**src/design/rfc_map.svh**
```systemverilog
// Offsets, field positions, reset values and access codes of the receiver front control bank.
`ifndef RFC_MAP_SVH
`define RFC_MAP_SVH

`define RFC_DATA_W       22
`define RFC_ADDR_W       10
`define RFC_NUM_REGS     11

`define RFC_OFS_CLKDIV   10'h000
`define RFC_OFS_SYNTH0   10'h001
`define RFC_OFS_CLAMP    10'h005
`define RFC_OFS_RSVD6    10'h006
`define RFC_OFS_RSVD7    10'h007
`define RFC_OFS_RSVD8    10'h008
`define RFC_OFS_RSVD9    10'h009
`define RFC_OFS_COARSE   10'h00a

`define RFC_RST_CLKDIV   1'h1
`define RFC_RST_SYNTH    22'h000000
`define RFC_RST_CLAMP    6'h23
`define RFC_RST_RSVD     8'h00
`define RFC_RST_RSVD9    2'h0
`define RFC_RST_COARSE   4'h0

`define RFC_BIT_CAL_B    3
`define RFC_BIT_CAL_A    2
`define RFC_BIT_PN       1
`define RFC_BIT_COARSE   0
`define RFC_BIT_CLAMP_B  1
`define RFC_BIT_CLAMP_A  0
`define RFC_TRIM_HI      5
`define RFC_TRIM_LO      2

`define RFC_SEL_LOW      2'h0
`define RFC_SEL_MID      2'h1
`define RFC_SEL_HIGH     2'h2

`endif

```
**src/design/rfc_pkg.sv**
```systemverilog
// Types shared by the receiver front control bank.
package rfc_pkg;
  `include "rfc_map.svh"

  typedef struct packed {
    logic       clk_div_two;
    logic [3:0] gain_trim;
    logic       clamp_dis_b;
    logic       clamp_dis_a;
    logic       cal_now_b;
    logic       cal_now_a;
    logic       test_pattern_gen_on;
    logic       coarse_offset_fix_on;
  } rfc_ctrl_t;

  typedef struct packed {
    logic [3:0][`RFC_DATA_W-1:0] word;
  } rfc_synth_t;

  typedef enum logic [2:0] {
    RFC_CAL_IDLE = 3'h1,
    RFC_CAL_GO   = 3'h2,
    RFC_CAL_BUSY = 3'h4
  } rfc_cal_state_t;
endpackage

```
**src/design/rfc_field_reg.sv**
```systemverilog
// One control register of the bank: stores the low bits of a committed data word.
`timescale 1ns/100ps
`include "rfc_map.svh"
module rfc_field_reg
  import rfc_pkg::*;
#(
  parameter int         W   = 1,
  parameter logic [W-1:0] RST = '0
) (
  input  wire logic                  mclk_i,
  input  wire logic                  arst_n_i,
  input  wire logic                  we_i,
  input  wire logic [`RFC_DATA_W-1:0] wdata_i,
  output logic      [W-1:0]          q_o
);
  logic [W-1:0] val_d;
  logic [W-1:0] val_q;

  always_comb begin
    val_d = val_q;
    if (we_i) begin
      val_d = wdata_i[W-1:0];
    end
  end

  always_ff @(posedge mclk_i or negedge arst_n_i) begin
    if (!arst_n_i) begin
      val_q <= RST;
    end else begin
      val_q <= val_d;
    end
  end

  assign q_o = val_q;
endmodule // rfc_field_reg

```
**src/design/rfc_cal_seq.sv**
```systemverilog
// Coarse offset calibration sequencer for one channel.
`timescale 1ns/100ps
module rfc_cal_seq
  import rfc_pkg::*;
(
  input  wire logic mclk_i,
  input  wire logic arst_n_i,
  input  wire logic req_i,
  input  wire logic enable_i,
  input  wire logic done_i,
  output logic      go_o,
  output logic      busy_o
);
  rfc_cal_state_t state_d;
  rfc_cal_state_t state_q;
  logic           pend_d;
  logic           pend_q;

  always_comb begin
    state_d = state_q;
    pend_d  = pend_q | req_i;
    case (state_q)
      RFC_CAL_IDLE: begin
        if (pend_d && enable_i) begin
          state_d = RFC_CAL_GO;
          pend_d  = 1'b0;
        end
      end
      RFC_CAL_GO: begin
        state_d = RFC_CAL_BUSY;
      end
      RFC_CAL_BUSY: begin
        if (done_i) begin
          state_d = RFC_CAL_IDLE;
        end
      end
      default: begin
        state_d = RFC_CAL_IDLE;
      end
    endcase
  end

  always_ff @(posedge mclk_i or negedge arst_n_i) begin
    if (!arst_n_i) begin
      state_q <= RFC_CAL_IDLE;
      pend_q  <= 1'b0;
    end else begin
      state_q <= state_d;
      pend_q  <= pend_d;
    end
  end

  assign go_o   = (state_q == RFC_CAL_GO);
  assign busy_o = (state_q != RFC_CAL_IDLE);
endmodule // rfc_cal_seq

```
**src/design/rfc_regs.sv**
```systemverilog
// Control register bank of the receiver front end, reached through the data word microport.
//
// Function
// - Clock divider bit resets to one, divide-by-two; zero bypasses the divider.
// - Four 22-bit synthesiser words follow the divider bit, stored as written.
// - Clamp control register holds 100011 after reset.
// - Gain trim in bits 5..2: code 0 is +1.6 dB, 0.2 dB steps down.
// - Clamp bit one disables channel B clamp, bit zero channel A.
// - Two-bit reserved word nine resets to zero; host writes only zero.
// - Coarse offset control register resets to all zeros.
// - Coarse bit three recalibrates channel B, bit two channel A.
// - Coarse calibration is requested at start-up when the self calibration bit is high and runs once coarse bit zero is set.
// - Coarse bit one turns on the test pattern generator.
// - Coarse bit zero enables offset correction; host keeps it set during start-up.
// - Writing the low data word commits; host loads higher words first.
`timescale 1ns/100ps
`include "rfc_map.svh"
module rfc_regs
  import rfc_pkg::*;
(
  input  wire logic                   mclk_i,
  input  wire logic                   arst_n_i,
  input  wire logic                   port_wr_i,
  input  wire logic                   port_rd_i,
  input  wire logic [1:0]             port_sel_i,
  input  wire logic [7:0]             port_wdata_i,
  input  wire logic [`RFC_ADDR_W-1:0] int_addr_i,
  input  wire logic                   startup_self_cal_i,
  input  wire logic [1:0]             cal_done_i,
  output logic      [7:0]             port_rdata_o,
  output logic                        port_rdy_o,
  output rfc_ctrl_t                   ctrl_o,
  output rfc_synth_t                  synth_o,
  output logic      [1:0]             cal_go_o,
  output logic      [1:0]             cal_busy_o
);
  logic [5:0]             mid_hi_d;
  logic [5:0]             mid_hi_q;
  logic [7:0]             mid_d;
  logic [7:0]             mid_q;
  logic [`RFC_DATA_W-1:0] rd_hold_d;
  logic [`RFC_DATA_W-1:0] rd_hold_q;
  logic [7:0]             rdata_d;
  logic [7:0]             rdata_q;
  logic                   rdy_d;
  logic                   rdy_q;
  logic                   first_d;
  logic                   first_q;
  logic                   commit;
  logic                   low_rd;
  logic [`RFC_DATA_W-1:0] wword;
  logic [`RFC_DATA_W-1:0] rword;
  logic [`RFC_NUM_REGS-1:0] we;
  logic [1:0]             cal_req;
  logic                   coarse_on;

  logic                   clkdiv_q;
  logic [5:0]             clamp_q;
  logic [7:0]             rsvd6_q;
  logic [7:0]             rsvd7_q;
  logic [7:0]             rsvd8_q;
  logic [1:0]             rsvd9_q;
  logic [3:0]             coarse_q;
  logic [`RFC_DATA_W-1:0] synth_q [4];

  // The low data word access is the one that reaches the internal registers.
  assign commit = port_wr_i && (port_sel_i == `RFC_SEL_LOW);
  assign low_rd = port_rd_i && (port_sel_i == `RFC_SEL_LOW);
  assign wword  = {mid_hi_q, mid_q, port_wdata_i};

  always_comb begin
    we = '0;
    for (int i = 0; i < `RFC_NUM_REGS; i++) begin
      if (commit && (int_addr_i == 10'(i))) begin
        we[i] = 1'b1;
      end
    end
  end

  always_comb begin
    rword = '0;
    case (int_addr_i)
      `RFC_OFS_CLKDIV: rword = {21'h0, clkdiv_q};
      10'h001:         rword = synth_q[0];
      10'h002:         rword = synth_q[1];
      10'h003:         rword = synth_q[2];
      10'h004:         rword = synth_q[3];
      `RFC_OFS_CLAMP:  rword = {16'h0, clamp_q};
      `RFC_OFS_RSVD6:  rword = {14'h0, rsvd6_q};
      `RFC_OFS_RSVD7:  rword = {14'h0, rsvd7_q};
      `RFC_OFS_RSVD8:  rword = {14'h0, rsvd8_q};
      `RFC_OFS_RSVD9:  rword = {20'h0, rsvd9_q};
      `RFC_OFS_COARSE: rword = {18'h0, coarse_q};
      default:         rword = '0;
    endcase
  end

  // Higher data words are only held; reads of them come from the read hold.
  always_comb begin
    mid_hi_d  = mid_hi_q;
    mid_d     = mid_q;
    rd_hold_d = rd_hold_q;
    rdata_d   = rdata_q;
    rdy_d     = port_wr_i || port_rd_i;
    first_d   = 1'b0;
    if (port_wr_i) begin
      if (port_sel_i == `RFC_SEL_HIGH) begin
        mid_hi_d = port_wdata_i[5:0];
      end
      if (port_sel_i == `RFC_SEL_MID) begin
        mid_d = port_wdata_i;
      end
    end
    if (port_rd_i) begin
      case (port_sel_i)
        `RFC_SEL_LOW: begin
          rd_hold_d = rword;
          rdata_d   = rword[7:0];
        end
        `RFC_SEL_MID:  rdata_d = rd_hold_q[15:8];
        `RFC_SEL_HIGH: rdata_d = {2'h0, rd_hold_q[21:16]};
        default:       rdata_d = 8'h00;
      endcase
    end
  end

  always_ff @(posedge mclk_i or negedge arst_n_i) begin
    if (!arst_n_i) begin
      mid_hi_q  <= 6'h00;
      mid_q     <= 8'h00;
      rd_hold_q <= '0;
      rdata_q   <= 8'h00;
      rdy_q     <= 1'b0;
      first_q   <= 1'b1;
    end else begin
      mid_hi_q  <= mid_hi_d;
      mid_q     <= mid_d;
      rd_hold_q <= rd_hold_d;
      rdata_q   <= rdata_d;
      rdy_q     <= rdy_d;
      first_q   <= first_d;
    end
  end

  rfc_field_reg #(.W(1), .RST(`RFC_RST_CLKDIV)) u_clkdiv (
    .mclk_i   (mclk_i),
    .arst_n_i (arst_n_i),
    .we_i     (we[0]),
    .wdata_i  (wword),
    .q_o      (clkdiv_q)
  );

  for (genvar g = 0; g < 4; g++) begin : g_synth
    rfc_field_reg #(.W(`RFC_DATA_W), .RST(`RFC_RST_SYNTH)) u_word (
      .mclk_i   (mclk_i),
      .arst_n_i (arst_n_i),
      .we_i     (we[g+1]),
      .wdata_i  (wword),
      .q_o      (synth_q[g])
    );
  end

  rfc_field_reg #(.W(6), .RST(`RFC_RST_CLAMP)) u_clamp (
    .mclk_i   (mclk_i),
    .arst_n_i (arst_n_i),
    .we_i     (we[5]),
    .wdata_i  (wword),
    .q_o      (clamp_q)
  );

  // Reserved words are stored so that the host's mandated values read back.
  rfc_field_reg #(.W(8), .RST(`RFC_RST_RSVD)) u_rsvd6 (
    .mclk_i   (mclk_i),
    .arst_n_i (arst_n_i),
    .we_i     (we[6]),
    .wdata_i  (wword),
    .q_o      (rsvd6_q)
  );

  rfc_field_reg #(.W(8), .RST(`RFC_RST_RSVD)) u_rsvd7 (
    .mclk_i   (mclk_i),
    .arst_n_i (arst_n_i),
    .we_i     (we[7]),
    .wdata_i  (wword),
    .q_o      (rsvd7_q)
  );

  rfc_field_reg #(.W(8), .RST(`RFC_RST_RSVD)) u_rsvd8 (
    .mclk_i   (mclk_i),
    .arst_n_i (arst_n_i),
    .we_i     (we[8]),
    .wdata_i  (wword),
    .q_o      (rsvd8_q)
  );

  rfc_field_reg #(.W(2), .RST(`RFC_RST_RSVD9)) u_rsvd9 (
    .mclk_i   (mclk_i),
    .arst_n_i (arst_n_i),
    .we_i     (we[9]),
    .wdata_i  (wword),
    .q_o      (rsvd9_q)
  );

  rfc_field_reg #(.W(4), .RST(`RFC_RST_COARSE)) u_coarse (
    .mclk_i   (mclk_i),
    .arst_n_i (arst_n_i),
    .we_i     (we[10]),
    .wdata_i  (wword),
    .q_o      (coarse_q)
  );

  // A write with a calibrate bit set asks for a run; start-up asks once if enabled.
  assign cal_req[1] = (we[10] && wword[`RFC_BIT_CAL_B])
                      || (first_q && startup_self_cal_i);
  assign cal_req[0] = (we[10] && wword[`RFC_BIT_CAL_A])
                      || (first_q && startup_self_cal_i);

  // A write to the coarse register decides the enable for a request made in the same write.
  assign coarse_on = we[10] ? wword[`RFC_BIT_COARSE] : coarse_q[`RFC_BIT_COARSE];

  for (genvar c = 0; c < 2; c++) begin : g_cal
    rfc_cal_seq u_seq (
      .mclk_i   (mclk_i),
      .arst_n_i (arst_n_i),
      .req_i    (cal_req[c]),
      .enable_i (coarse_on),
      .done_i   (cal_done_i[c]),
      .go_o     (cal_go_o[c]),
      .busy_o   (cal_busy_o[c])
    );
  end

  always_comb begin
    ctrl_o.clk_div_two          = clkdiv_q;
    ctrl_o.gain_trim            = clamp_q[`RFC_TRIM_HI:`RFC_TRIM_LO];
    ctrl_o.clamp_dis_b          = clamp_q[`RFC_BIT_CLAMP_B];
    ctrl_o.clamp_dis_a          = clamp_q[`RFC_BIT_CLAMP_A];
    ctrl_o.cal_now_b            = coarse_q[`RFC_BIT_CAL_B];
    ctrl_o.cal_now_a            = coarse_q[`RFC_BIT_CAL_A];
    ctrl_o.test_pattern_gen_on  = coarse_q[`RFC_BIT_PN];
    ctrl_o.coarse_offset_fix_on = coarse_q[`RFC_BIT_COARSE];
    for (int k = 0; k < 4; k++) begin
      synth_o.word[k] = synth_q[k];
    end
  end

  assign port_rdata_o = rdata_q;
  assign port_rdy_o   = rdy_q;
endmodule // rfc_regs

```
**config.mk**
```make
export PLATFORM = sky130hd
export DESIGN_NAME = rfc_regs
export DESIGN_NICKNAME = d
export VERILOG_FILES = /design/src/design/rfc_pkg.sv /design/src/design/rfc_field_reg.sv /design/src/design/rfc_cal_seq.sv /design/src/design/rfc_regs.sv
export VERILOG_INCLUDE_DIRS = /design/src /design/src/design
export SDC_FILE = /design/constraint.sdc
export NUM_CORES = 1
export LEC_CHECK = 0
export BUFFER_PORTS_ARGS = -buffer_cell sky130_fd_sc_hd__buf_2
export CAP_MARGIN = 0
export CELL_PAD_IN_SITES_DETAIL_PLACEMENT = 1
export CELL_PAD_IN_SITES_GLOBAL_PLACEMENT = 1
export CORE_ASPECT_RATIO = 0.7
export CORE_MARGIN = 2
export CORE_UTILIZATION = 49
export CTS_CLUSTER_SIZE = 10
export DETAILED_ROUTE_END_ITERATION = 8
export HOLD_SLACK_MARGIN = 0.15
export PLACE_DENSITY = 0.81
export SETUP_SLACK_MARGIN = 0.2
export SYNTH_ARGS = -nofsm -noshare
export SYNTH_HDL_FRONTEND = slang
export SYNTH_SLANG_ARGS = --single-unit
```
**constraint.sdc**
```tcl
create_clock -name mclk_i -period 3.6 [get_ports mclk_i]
set_input_delay 0.36 -clock mclk_i [delete_from_list [all_inputs] [get_ports mclk_i]]
set_output_delay 0.36 -clock mclk_i [all_outputs]
set_load 0.005 [all_outputs]
```
# Word level (Yosys, flattened, before mapping)
# Cells that the tools add are included.
# word_totals
reg_bits	179
word_cells	98
# classes
mux	24
bitwise_logic	2
reduce_logical	27
n_eq_ne	24
# ops
op	count
$pmux 22 s11	1
$eq 10x3->1 const B	4
$eq 10x4->1 const B	3
$pmux 8 s3	1
$eq 10x2->1 const B	2
$pmux 3 s3	2
$logic_and 1x1->1	17
$mux 1	16
$mux 3	4
$eq 10x1->1 const B	1
$logic_not 10->1	1
$reduce_and 2->1	5
$eq 3x1->1 const B	2
$eq 3x2->1 const B	2
$eq 3x3->1 const B	2
$ne 3x1->1 const B	2
$ne 2x1->1 const B	2
$ne 2x2->1 const B	2
$logic_or 1x1->1	3
$eq 2x1->1 const B	1
$eq 2x2->1 const B	1
$logic_not 2->1	1
$or 1x1->1	2

# Logic depth before layout (Yosys ltp)
# logic_depth
word_depth	10
ltp_mapped	7

# Cells and area by module
# A second synthesis with hierarchy kept.
# unflattened
cells_unflattened	587
area_unflattened_um2	7880.1
# modules_own_cells
mod	area_each_um2	cells_each	n_inst
rfc_field_reg at g_synth[0].u_word ...	820.8	46	4
rfc_regs	2745.1	299	1
rfc_field_reg at u_rsvd6 ...	331.6	17	3
rfc_cal_seq	171.4	13	2
rfc_field_reg at u_clamp	255.2	13	1
rfc_field_reg at u_coarse	145.1	8	1
rfc_field_reg at u_rsvd9	72.6	4	1
rfc_field_reg at u_clkdiv	41.3	2	1

# Worst setup path after synthesis
# Ideal clock, no wire load.
# synth_timing
kind	input -> register
start	input int_addr_i[5]
end	register g_synth[2].u_word.val_q[10]
setup_ns	0.125
t_arrival_ns	1.835
required_ns	3.475
n_path_buf	1
path_stages	6
path_slack_ns	1.640
cell_sequence	nor4_4 nand4_2 nand2b_4 nor2_8 buf_12 mux2_4
# synth_between
elab_chain_cells	3
# synth_lines
item	line	rtl
start, declared	rfc_regs.sv:27	input wire logic [`RFC_ADDR_W-1:0] int_addr_i,
$eq 10x2->1	rfc_regs.sv:74	if (commit && (int_addr_i == 10'(i))) begin
$logic_and 1x1->1	rfc_regs.sv:74	
$mux 1	rfc_regs.sv:74	
end signal, assigned	rfc_field_reg.sv:30	val_q <= val_d;
end, declared	rfc_field_reg.sv:17	logic [W-1:0] val_q;
# No other way between the ends.
# A chain may end at the register's enable or synchronous reset.

# Worst setup path after layout
# layout_timing
start	input int_addr_i[1]
end	register g_synth[2].u_word.val_q[21]
# Same word-level chain as after synthesis.

==> qor.txt <==
Internal power -> 0.00304 W
CP bufs+invs -> 1
Sequential element share of the synthesized area -> 53.3%
Total area of sequential cells -> 0.00429 mm2
Clock-pin slew on the worst setup and hold paths -> 70 ps
Static leakage -> 4.79 nW
Die H -> 111 um
Count of final setup violators -> 0
CTS max path bufs -> 2
Max Cap Viol -> 0
Endpoints failing hold -> 0
Fraction of layout cells with a size suffix above 1 -> 45.1%
DRT iter0 DRCs -> 496
Seq cells post-synth -> 171
First-pass GRT wire length -> 37900 um
Relative slew slack -> 29.4%
Post-layout min period -> 2400 ps
Synth Flop Type -> dfrtp_1
CTS tree -> yes
DRT Pass-1 Iters -> 6
Synth Area per Inst -> 13.5 um2
Die width -> 157 um
Crit Path Class -> primary input to flip-flop
CTS sink count -> 171
Final instance area -> 0.00940 mm2
Pwr dens -> 434 mW/mm2
Distinct cell type count after synthesis -> 58
Core footprint -> 0.0162 mm2
GRT Total Usage -> 29.1%
Sw Pwr -> 0.00104 W
Crit path required time -> 3920 ps
Pre-CTS setup slack -> 821 ps
Vias in the first global route -> 6154
Post-synth EDFFs -> 0
Pins Over Slew Limit -> 0
Crit path arrival time -> 2710 ps
Min setup slack post-route -> 1200 ps
Clock Power Share -> 45.1%
Area growth from synthesis to layout -> 16.9%
Wirelength, routed -> 24600 um
Total power -> 0.00408 W
Quantity of I/O buffers inserted on ports -> 138
Average wire per standard cell -> 25.6 um
Crit share post-route -> 66.6%
Overflow left after global routing -> 0
Switching Share -> 25.4%
Placed inst area -> 0.00880 mm2
Worst hold path type -> primary input to flip-flop
Outcome -> finished, final reports clean
RSZ-0062 raised after global routing -> no
Worst IR Drop VDD -> 0.275 mV
Cell Rows -> 39
Cell Chain, Critical Path -> buf_2 > nand2_1 > nor2_8 > mux2_2
Filler cells -> 1639
Setup bufs post-CTS -> 0
Worst-path fanout max -> 40
GPL Wtd Cong -> 0.868
Clock buffer count from CTS -> 17
Synthesized instance count -> 598
Slowest cell on crit path -> buf_2
Via count -> 5781
Syn nets -> 625
Number of I/O pins -> 139
Die area -> 0.0175 mm2
Slew @ Worst Pin -> 1060 ps
Multi-input gate area -> 0.00343 mm2
Skew final -> 10.8 ps
H-tree depth -> 4
CP peak stage delay -> 790 ps
Post-DRT Antenna Nets -> 0
Worst-Skew Late Latency -> 440 ps
Synth warn -> 0
Achievable Freq -> 417 MHz
Clock root cell -> clkbuf_16
CTS resizes -> 0
Post-synth ARST share -> 100%
Largest net degree at the start of global routing -> 95
Setup TNS -> 0 ps
Starting Density -> 49.7%
Vias/cell -> 6.02
CP Launch Type -> primary input
Initial antenna violation count -> 1
Comb power frac -> 5.6%
Post-DP HPWL -> 16100 um
Seq pwr share -> 49.3%
Crit-path leading delay family -> simple AND/OR/NAND/NOR gates
Post-route DRC -> 0
Critical Path End Type -> flip-flop
Fin nets -> 748
Post-synthesis cell area -> 0.00804 mm2
## metal layers
metal | up-vias | wire length, um | GRT usage, %
met5 | - | 0 | 0
met4 | 0 | 476 | 8.12
met3 | 48 | 1810 | 8.09
met2 | 256 | 11500 | 45.6
met1 | 3024 | 10800 | 39.8
li1 | 2453 | - | -
## synthesized netlist by cell type, types with 4 or more instances
cell type | instances | area share, %
buf_2 | 12 | 0.75
buf_4 | 5 | 0.47
mux2_1 | 23 | 3.2
a221o_1 | 14 | 1.7
nor2b_1 | 5 | 0.39
o21ai_0 | 14 | 0.87
buf_12 | 4 | 1.0
nand2_1 | 19 | 0.89
o221ai_1 | 5 | 0.54
and3_1 | 5 | 0.39
nor3_1 | 8 | 0.50
mux2_4 | 42 | 7.8
inv_1 | 14 | 0.65
buf_1 | 4 | 0.19
mux2i_1 | 12 | 1.5
clkbuf_1 | 12 | 0.56
dfstp_2 | 7 | 2.3
nand2b_1 | 5 | 0.39
buf_6 | 4 | 0.56
dfrtp_1 | 164 | 51
a22oi_1 | 23 | 2.1
nor3b_1 | 6 | 0.56
nor2_1 | 29 | 1.4
mux2_2 | 86 | 12
a21oi_1 | 18 | 1.1
nand3_1 | 6 | 0.37
## final cells by class
cell class	instances	area share [%]
Clock buffer	19	4.82
Timing Repair Buffer	145	8.13
Antenna cell	2	0.0532
Inverter	14	0.559
Multi-Input combinational cell	372	36.4
Tap cell	225	2.99
Clock inverter	13	1.40
Sequential cell	171	45.6
## cell families (layout without fill, tap and decap cells)
family	count (synthesis)	after routing	synth area share (%)
AOI/OAI and AO/OA	96	96	8.66
muxes	165	165	25.2
DFF	171	171	53.3
buffers and inverters	55	191	4.17
other	1	3	0.0466
and+or+nand+nor	110	110	8.66
## sequential cells by signal (all words and copies together) (netlist names), 4 cells and up
| name | cells |
|---|---|
| u_rsvd8.q_o | 8 |
| mid_q | 8 |
| g_cal.u_seq.state_q | 6 |
| u_coarse.q_o | 4 |
| rd_hold_q | 14 |
| g_synth.u_word.q_o | 88 |
| u_clamp.q_o | 6 |
| port_rdata_o | 8 |
| u_rsvd7.q_o | 8 |
| mid_hi_q | 6 |
| u_rsvd6.q_o | 8 |
## cell usage in the layout, fill, tap and decap left out, drive strengths merged, types with 5 or more instances in the layout
cell and count:
o21ai 14, dfrtp 164, nand2 20, nor2b 5, buf 144, dfstp 7
o221ai 5, clkinv 5, nand2b 6, clkbuf 19, nor3b 6, and3 6
mux2i 12, a21oi 18, a22oi 23, mux2 151, nor3 12, nor2 32
a221o 14, nand3 7, inv 19
## worst reg2reg max path, delay by kind of cell, from the launching register on
kind | cells | cell delay, ps
flops | 1 | 390
compound gates | 4 | 780
mux | 1 | 270
## stage by stage
stage,hold WS (ps),utilization [%],cells
CTS,202,58.0,959
finish,210,58.0,961
detailed placement,487,54.3,926
global placement,484,54.3,926
floorplan,64.4,-,598
global route,214,58.0,959
## repair_timing
| item | in CTS | in global routing |
|---|---|---|
| setup endpoints to repair | 0 | 0 |
| hold endpoints to repair | 86 | 0 |
| hold buffers | 1 | 0 |
## power groups by stage
stage          Sequential [W]  Clock (W)  Combinational, W
3_5_place_dp          0.00205          0          0.000222
5_1_grt               0.00202    0.00194          0.000246
6_report              0.00201    0.00184          0.000227
4_1_cts               0.00201    0.00185          0.000227
2_1_floorplan         0.00203          0          0.000113
3_3_place_gp          0.00204          0          0.000211
## path summary, 6_finish.rpt
kind	slack [ps]	cells past startpoint	startpoint	to
worst min register to register	500	1	u_rsvd6.q_o[4]$_DFFE_PN0P_	u_rsvd6.q_o[4]$_DFFE_PN0P_
worst max-delay path	1200	4	int_addr_i[1]	g_synth[2].u_word.q_o[21]$_DFFE_PN0P_
worst min-delay path	210	3	cal_done_i[0]	g_cal[0].u_seq.state_q[2]$_DFFE_PN0P_
max in group asynchronous	2090	3	arst_n_i	g_synth[1].u_word.q_o[13]$_DFFE_PN0P_
worst max register to register	1990	5	u_rsvd7.q_o[6]$_DFFE_PN0P_	port_rdata_o[6]$_DFFE_PN0P_
min in group asynchronous	570	2	arst_n_i	g_synth[1].u_word.q_o[15]$_DFFE_PN0P_
No activity file was read; power rests on OpenSTA's default activity.
